`src/verilog/pwm_pkg.sv`:
```
/*
 * Constants shared by the pulse width modulation timer channel.
 * Assumes a single 200 MHz clock and a plain register port.
 */
package pwm_pkg;
    // ****************************************
    // Register offsets
    // ****************************************
    localparam logic [3:0] ADDR_VALUE = 4'h0;
    localparam logic [3:0] ADDR_CTRL = 4'h1;
    localparam logic [3:0] ADDR_STATUS = 4'h2;
    localparam logic [3:0] ADDR_MASK = 4'h3;
    localparam logic [3:0] ADDR_PORT = 4'h4;
    // ****************************************
    // Control fields
    // ****************************************
    localparam int CTRL_START = 0;
    localparam int CTRL_MODE8 = 1;
    localparam int CTRL_SRC_LO = 2;
    localparam int CTRL_TRIG_EN = 4;
    localparam int CTRL_OVF_EN = 5;
    localparam int CTRL_TRIG_RISE = 6;
    localparam int CTRL_SEL_A = 7;
    localparam int CTRL_SEL_B = 8;
    localparam logic [8:0] CTRL_RESET = 9'h000;
    localparam logic [15:0] VALUE_RESET = 16'h0000;
    // ****************************************
    // Count sources
    // ****************************************
    localparam logic [1:0] SRC_F1 = 2'h0;
    localparam logic [1:0] SRC_F8 = 2'h1;
    localparam logic [1:0] SRC_F32 = 2'h2;
    localparam logic [1:0] SRC_SUBCLOCK_DIV32_SOURCE = 2'h3;
    localparam logic [4:0] DIV8_LAST = 5'h07;
    localparam logic [4:0] DIV32_LAST = 5'h1f;
    // ****************************************
    // Waveform periods in unit steps
    // ****************************************
    localparam logic [15:0] PERIOD16 = 16'hffff;
    localparam logic [7:0] PERIOD8 = 8'hff;
    localparam logic [31:0] UNDEF_READ = 32'hdeadbeef;
    typedef enum logic [1:0] {
        ST_IDLE = 2'b01,
        ST_RUN = 2'b10
    } state_t;
endpackage

```
`src/verilog/tick_if.sv`:
```
/*
 * Interface carrying count-source ticks to the channel.
 * Assumes producer and consumer share clk.
 */
`timescale 1ns/10ps
interface tick_if;
    logic [1:0] src;
    logic tick;
    modport prescaler (input src, output tick);
    modport channel (output src, input tick);
endinterface

```
`src/verilog/pwm_timer.sv`:
```
/*
 * Pulse width modulation timer channel with register port and interrupt.
 * Assumes pins are asynchronous; register master on clk.
 */
`timescale 1ns/10ps
module pwm_timer
(
    // Clock and reset
    input wire logic clk,
    input wire logic rstn,
    // Register port
    input wire logic [3:0] addr,
    input wire logic [31:0] wdata,
    input wire logic wr,
    input wire logic rd,
    output logic [31:0] rdata,
    // Pins and events
    input wire logic trigger_input_pin,
    input wire logic subclock,
    input wire logic other_overflow,
    output logic pulse_output_pin,
    output logic pulse_output_oe,
    output logic port_out,
    // Interrupt
    output logic irq
);
    // ****************************************
    // Declarations
    // ****************************************
    tick_if tk ();
    pwm_pkg::state_t state;
    pwm_pkg::state_t next_state;
    logic [8:0] ctrl;
    logic [8:0] next_ctrl;
    logic [15:0] reload;
    logic [15:0] next_reload;
    logic [15:0] cnt;
    logic [15:0] next_cnt;
    logic [7:0] pre;
    logic [7:0] next_pre;
    logic [15:0] phase;
    logic [15:0] next_phase;
    logic wave;
    logic next_wave;
    logic [1:0] status;
    logic [1:0] next_status;
    logic [1:0] mask;
    logic [1:0] next_mask;
    logic port_reg;
    logic next_port_reg;
    logic [31:0] next_rdata;
    logic [1:0] trig_sync;
    logic [1:0] sub_sync;
    logic trig_prev;
    logic sub_prev;
    logic sub_edge;
    logic trig_edge;
    logic start_evt;
    logic fall_evt;
    logic [15:0] hi_len;
    logic [15:0] period_len;
    logic period_end;
    logic period_start;
    logic stop_req;

    assign tk.src = ctrl[pwm_pkg::CTRL_SRC_LO +: 2];

    count_source u_count_source
    (
        .clk(clk),
        .rstn(rstn),
        .sub_edge(sub_edge),
        .tk(tk)
    );

    // ****************************************
    // Pin synchronisers
    // ****************************************
    always_ff @(posedge clk or negedge rstn)
    begin
        if (!rstn)
        begin
            trig_sync <= 2'h0;
            sub_sync <= 2'h0;
            trig_prev <= 1'b0;
            sub_prev <= 1'b0;
        end
        else
        begin
            trig_sync <= {trig_sync[0], trigger_input_pin};
            sub_sync <= {sub_sync[0], subclock};
            trig_prev <= trig_sync[1];
            sub_prev <= sub_sync[1];
        end
    end

    assign sub_edge = sub_sync[1] && !sub_prev;
    // Trigger polarity select; pin is a plain port when trigger disabled
    assign trig_edge = ctrl[pwm_pkg::CTRL_TRIG_EN] && (ctrl[pwm_pkg::CTRL_TRIG_RISE] ?
        (trig_sync[1] && !trig_prev) : (!trig_sync[1] && trig_prev));
    assign start_evt = trig_edge || (ctrl[pwm_pkg::CTRL_OVF_EN] && other_overflow);

    // ****************************************
    // Waveform geometry
    // ****************************************
    always_comb
    begin
        if (ctrl[pwm_pkg::CTRL_MODE8])
        begin
            hi_len = {8'h00, cnt[15:8]};
            period_len = {8'h00, pwm_pkg::PERIOD8};
        end
        else
        begin
            hi_len = cnt;
            period_len = pwm_pkg::PERIOD16;
        end
    end

    // A unit step is one tick (16-bit) or m+1 ticks (8-bit)
    assign period_end = (state == pwm_pkg::ST_RUN) && tk.tick && (phase == 16'h0001) &&
        (!ctrl[pwm_pkg::CTRL_MODE8] || pre == 8'h00);
    assign period_start = period_end;
    assign fall_evt = wave && tk.tick && (!ctrl[pwm_pkg::CTRL_MODE8] || pre == 8'h00) &&
        (period_len - phase + 16'h0001 == hi_len);

    // ****************************************
    // Channel state
    // ****************************************
    always_comb
    begin
        next_state = state;
        next_cnt = cnt;
        next_pre = pre;
        next_phase = phase;
        next_wave = wave;
        unique case (state)
            pwm_pkg::ST_IDLE:
            begin
                next_wave = 1'b0;
                if (ctrl[pwm_pkg::CTRL_START] || start_evt)
                begin
                    next_state = pwm_pkg::ST_RUN;
                    next_cnt = reload;
                    next_pre = reload[7:0];
                    next_phase = period_len;
                    next_wave = (ctrl[pwm_pkg::CTRL_MODE8] ? {8'h00, reload[15:8]} : reload) != 16'h0000;
                end
            end
            pwm_pkg::ST_RUN:
            begin
                if (tk.tick)
                begin
                    if (ctrl[pwm_pkg::CTRL_MODE8] && pre != 8'h00)
                    begin
                        next_pre = pre - 8'h01;
                    end
                    else
                    begin
                        next_pre = cnt[7:0];
                        next_phase = phase - 16'h0001;
                        if (fall_evt)
                        begin
                            next_wave = 1'b0;
                        end
                        if (period_end)
                        begin
                            next_cnt = reload;
                            next_pre = reload[7:0];
                            next_phase = period_len;
                            next_wave = (ctrl[pwm_pkg::CTRL_MODE8] ? {8'h00, reload[15:8]} : reload) != 16'h0000;
                        end
                    end
                end
                if (stop_req)
                begin
                    next_state = pwm_pkg::ST_IDLE;
                    next_wave = 1'b0;
                end
            end
            default:
            begin
                next_state = pwm_pkg::ST_IDLE;
            end
        endcase
        if (wr && addr == pwm_pkg::ADDR_VALUE && state == pwm_pkg::ST_IDLE)
        begin
            next_cnt = wdata[15:0];
        end
    end

    // Start flag written to zero stops the channel
    assign stop_req = wr && addr == pwm_pkg::ADDR_CTRL && !wdata[pwm_pkg::CTRL_START];

    // ****************************************
    // Registers
    // ****************************************
    always_comb
    begin
        next_ctrl = ctrl;
        next_reload = reload;
        next_mask = mask;
        next_port_reg = port_reg;
        next_status = status | {fall_evt, period_start};
        next_rdata = 32'h0000_0000;
        if (wr)
        begin
            unique case (addr)
                pwm_pkg::ADDR_VALUE: next_reload = wdata[15:0];
                pwm_pkg::ADDR_CTRL: next_ctrl = wdata[8:0];
                pwm_pkg::ADDR_STATUS: next_status = (status & ~wdata[1:0]) | {fall_evt, period_start};
                pwm_pkg::ADDR_MASK: next_mask = wdata[1:0];
                pwm_pkg::ADDR_PORT: next_port_reg = wdata[0];
                default: next_ctrl = ctrl;
            endcase
        end
        if (state == pwm_pkg::ST_IDLE && start_evt)
        begin
            // Only a stopped channel takes a start event
            next_ctrl[pwm_pkg::CTRL_START] = 1'b1;
        end
        if (rd)
        begin
            unique case (addr)
                pwm_pkg::ADDR_VALUE: next_rdata = pwm_pkg::UNDEF_READ;
                pwm_pkg::ADDR_CTRL: next_rdata = {23'h000000, ctrl};
                pwm_pkg::ADDR_STATUS: next_rdata = {28'h0000000, state == pwm_pkg::ST_RUN, wave, status};
                pwm_pkg::ADDR_MASK: next_rdata = {30'h00000000, mask};
                pwm_pkg::ADDR_PORT: next_rdata = {31'h00000000, trig_sync[1]};
                default: next_rdata = 32'h0000_0000;
            endcase
        end
    end

    always_ff @(posedge clk or negedge rstn)
    begin
        if (!rstn)
        begin
            state <= pwm_pkg::ST_IDLE;
            ctrl <= pwm_pkg::CTRL_RESET;
            reload <= pwm_pkg::VALUE_RESET;
            cnt <= pwm_pkg::VALUE_RESET;
            pre <= 8'h00;
            phase <= 16'h0000;
            wave <= 1'b0;
            status <= 2'h0;
            mask <= 2'h0;
            port_reg <= 1'b0;
            rdata <= 32'h0000_0000;
            pulse_output_pin <= 1'b0;
            pulse_output_oe <= 1'b0;
            port_out <= 1'b0;
            irq <= 1'b0;
        end
        else
        begin
            state <= next_state;
            ctrl <= next_ctrl;
            reload <= next_reload;
            cnt <= next_cnt;
            pre <= next_pre;
            phase <= next_phase;
            wave <= next_wave;
            status <= next_status;
            mask <= next_mask;
            port_reg <= next_port_reg;
            rdata <= next_rdata;
            // Both selects pick the timer, otherwise the general port
            pulse_output_pin <= (ctrl[pwm_pkg::CTRL_SEL_A] && ctrl[pwm_pkg::CTRL_SEL_B]) ?
                next_wave : next_port_reg;
            pulse_output_oe <= 1'b1;
            port_out <= next_port_reg;
            irq <= |(next_status & next_mask);
        end
    end
endmodule // pwm_timer

```
`src/verilog/count_source.sv`:
```
/*
 * Count-source divider: one-cycle tick enables.
 * Assumes subclock edge input already synchronised.
 */
`timescale 1ns/10ps
module count_source
(
    // Clock and reset
    input wire logic clk,
    input wire logic rstn,
    // Subclock rising-edge pulse
    input wire logic sub_edge,
    // Tick port
    tick_if.prescaler tk
);
    logic [4:0] div_cnt;
    logic [4:0] next_div_cnt;
    logic [4:0] sub_cnt;
    logic [4:0] next_sub_cnt;
    logic next_tick;

    always_comb
    begin
        next_div_cnt = div_cnt + 5'h01;
        next_sub_cnt = sub_cnt;
        if (sub_edge)
        begin
            next_sub_cnt = sub_cnt + 5'h01;
        end
        unique case (tk.src)
            pwm_pkg::SRC_F1: next_tick = 1'b1;
            pwm_pkg::SRC_F8: next_tick = (div_cnt[2:0] == pwm_pkg::DIV8_LAST[2:0]);
            pwm_pkg::SRC_F32: next_tick = (div_cnt == pwm_pkg::DIV32_LAST);
            default: next_tick = sub_edge && (sub_cnt == pwm_pkg::DIV32_LAST);
        endcase
    end

    always_ff @(posedge clk or negedge rstn)
    begin
        if (!rstn)
        begin
            div_cnt <= 5'h00;
            sub_cnt <= 5'h00;
            tk.tick <= 1'b0;
        end
        else
        begin
            div_cnt <= next_div_cnt;
            sub_cnt <= next_sub_cnt;
            tk.tick <= next_tick;
        end
    end
endmodule // count_source

```
`config.mk`:
```
export PLATFORM = sky130hd
export DESIGN_NAME = pwm_timer
export DESIGN_NICKNAME = d
export VERILOG_FILES = /design/src/verilog/pwm_pkg.sv /design/src/verilog/tick_if.sv /design/src/verilog/pwm_timer.sv /design/src/verilog/count_source.sv
export SDC_FILE = /design/constraint.sdc
export NUM_CORES = 1
export LEC_CHECK = 0
export BUFFER_PORTS_ARGS = -buffer_cell sky130_fd_sc_hd__buf_2
export CORE_AREA = 10 10 170 124
export DETAILED_ROUTE_END_ITERATION = 7
export DIE_AREA = 0 0 180 134
export SYNTH_ARGS = -nofsm -noshare
export SYNTH_HDL_FRONTEND = slang
export SYNTH_SLANG_ARGS = --single-unit
```
`constraint.sdc`:
```
create_clock -name clk -period 4.6 [get_ports clk]
set_clock_uncertainty 0.15 [all_clocks]
set_input_delay 0.69 -clock clk [delete_from_list [all_inputs] [get_ports clk]]
set_output_delay 0.69 -clock clk [all_outputs]
set_load 0.02 [all_outputs]
```
==> reports/results.ini <==
[drt]
drc_errors = 0
drtIter0Drc = 351
first_pass_iters = 5
routedWlPerCell_um = 16.4
wl_mm = 14.5
postRouteAntennaNets = 0
vias = 4577
detail_route.vias_per_cell = 5.19

[critical_path]
timing.rr.start = ctrl[1]
critical_path_class = reg2reg
start_kind = flop
regToRegEndpoint = irq
reg2reg_depth = 10
arrival_ns = 3.46
critPathMaxFanout = 9
reg2reg_slack_ns = 1.23
critPathRequiredTime_ns = 4.69
end_kind = flop

[grt]
grt-ovfl-total = 0
grt_pass1_wl_mm = 24.5
antenna_found_initial = 0
grt_pass1_vias = 4525
grt_max_degree = 74
grt.total_usage = 0.123

[die]
die_y_um = 134
ios = 79
core_area_um2 = 17800
die-width_um = 180
start_util = 0.345
dieArea_um2 = 24100
rows = 41

[cts]
clock_tree.root_cell = clkbuf_16
cts_hold_buf = 0
cts_setup_buffers = 0
cts_max_path_buffers = 2
cts-resized-gates = 0
clkSlewWorstSetupHoldPaths_ns = 0.07
cts_tree = built
clock-sinks = 103
cts_buffers = 9
worstSkewPairLatency_ns = 0.36
htree_levels = 3

[timing]
drv_slew = 0
max_freq_mhz = 297
hold_viol_final = 0
timing.final.crit_period_ns = 3.37
setup_tns_ns = 0
relSlewSlack = 0.398
layout_setup_ws_ns = 1.23
finalSetupViolCount = 0
rsz0062_at_grt = false
hold_ws_ns = 0.198
fin_crit_sh = 0.732
tightest_slew_ns = 0.903

[synthesis]
synth_cell_types = 74
async_flop_share = 1.00
synthFlopType = dfrtp_1
syn_area_per_cell_um2 = 10.0
synth-edff-count = 0
ys_seq_elements = 103
syn_inst = 614
ys_seq_area_frac = 0.420
yosys_warnings = 0
synth_area_um2 = 6140

[layout]
area_growth_pct = 10.3
drive_above_1_share = 0.217
reg_top3 = cnt: 16 flops, phase: 16 flops, reload: 16 flops
final_nets = 711
multi_input_area_um2 = 3180
layout.area.seq_um2 = 2580
fillCellCount = 1743
final_cell_area_um2 = 6780
diodes = 0

[placement]
dp_hpwl_mm = 11.1
place_ws_ns = 1.25
placed_area_um2 = 6480
gp_congestion = 0.859
port_buffers = 56

[worst_hold_path]
min_to = trig_sync[1]
hold_class = reg2reg
whs_path_depth = 0
hp-start = trig_sync[0]

[pwr]
p_per_area_nw_per_um2 = 624
finalPower_mw = 4.23
worst_ir_drop_vdd_mv = 0.260
leakagePower_nw = 3.11

[job]
drv_cap = 0

[run_status]
status = complete, no violations

==> cell usage in the layout (no fill, tap or decap), drive strengths merged, types with 3 or more instances in the layout <==
cell type  synthesis  routed
inv               27      30
nand2             53      53
or3                3       3
xnor2             24      24
buf               32      61
o22ai              3       3
mux2              31      31
nand3             12      12
a21o               4       4
a22o               3       3
nor3              16      16
nand4              5       5
dfrtp            102     102
or2                4       4
and3               8       8
a21oi             31      31
a31oi              7       7
o41ai              6       6
conb               2       7
nor2              30      30
a22oi              6       6
o21ai             50      50
or4                4       4
o31ai              4       4
clkbuf            18      11
nand2b            10      10
mux2i             27      27
ha                27      27
a41oi              4       4
nor4              13      13
xor2               9       9
nor2b              5       5
==> worst max-delay path, stage by stage, from the launching register on <==
cell	delay (ns)
dfrtp_1	0.38
inv_1	0.27
ha_1	0.30
ha_1	0.34
a21oi_1	0.37
o31ai_1	0.15
a21oi_1	0.29
mux2i_1	0.23
a41oi_1	0.16
and4_4	0.27
a221o_1	0.32
==> layout make-up <==
cell class,count,share of cell area
Multi-Input combinational cell,439,0.470
Sequential cell,103,0.380
Timing Repair Buffer,61,0.0473
Tap cell,236,0.0436
Clock buffer,11,0.0373
Inverter,27,0.0150
Clock inverter,5,0.00683
==> power by group <==
part / total [mW] / switching, mW / internal (mW)
registers: 1.44 / 0.279 / 1.17
logic: 2.01 / 1.15 / 0.862
clock network: 0.773 / 0.367 / 0.407
==> per-stage QoR <==
step / utilization / std cells
2_1_floorplan: - / 619
3_3_place_gp: 0.364 / 866
3_5_place_dp: 0.364 / 866
4_1_cts: 0.381 / 882
5_1_grt: 0.381 / 882
6_report: 0.381 / 882
==> cells in the mapped netlist, types with 5 or more instances <==
master | instances | area, µm²
a21oi_1 | 31 | 155
a22oi_1 | 6 | 45.0
a31oi_1 | 6 | 37.5
and3_1 | 8 | 50.1
buf_4 | 25 | 188
clkbuf_1 | 18 | 67.6
dfrtp_1 | 102 | 2550
ha_1 | 27 | 338
inv_1 | 27 | 101
mux2_2 | 31 | 349
mux2i_1 | 27 | 270
nand2_1 | 53 | 199
nand2b_1 | 10 | 62.6
nand3_1 | 12 | 60.1
nor2_1 | 30 | 113
nor2b_1 | 5 | 31.3
nor3_1 | 15 | 75.1
nor4_1 | 11 | 68.8
o21ai_0 | 34 | 170
o21ai_1 | 6 | 30.0
o21ai_2 | 10 | 87.6
xnor2_1 | 24 | 210
xor2_1 | 9 | 78.8
==> kinds of logic (layout without fill, tap and decap cells) <==
| group | Yosys count | after routing | share of synthesized area |
|---|---|---|---|
| DFF | 103 | 103 | 0.420 |
| buffers and inverters | 77 | 104 | 0.0652 |
| other | 2 | 7 | 0.00122 |
| xor gates and xnor gates | 33 | 33 | 0.0470 |
| muxes | 58 | 58 | 0.101 |
| and+or+nand+nor | 175 | 175 | 0.153 |
| AOI/OAI and AO/OA | 139 | 139 | 0.158 |
| adders and majority gates | 27 | 27 | 0.0550 |
==> how the worst max path moves through the flow <==
stage	from	endpoint	slack (ns)	depth (start not counted)
2_1_floorplan	ctrl[1]	irq	1.07	12
3_3_place_gp	addr[1]	pulse_output_pin	1.28	8
3_5_place_dp	addr[1]	pulse_output_pin	1.25	8
4_1_cts	ctrl[1]	irq	1.23	10
5_1_grt	pre[0]	cnt[7]	1.03	10
6_report	ctrl[1]	irq	1.23	10
==> layer usage <==
metal / vias up / GRT usage / part of all wire
met3: 12 / 0.0274 / 0.048
met5: - / 0 / 0
met4: 0 / 0.0325 / 0.011
met2: 94 / 0.180 / 0.43
li1: 2233 / - / -
met1: 2238 / 0.178 / 0.51
Power figures use the tool's default switching activity.
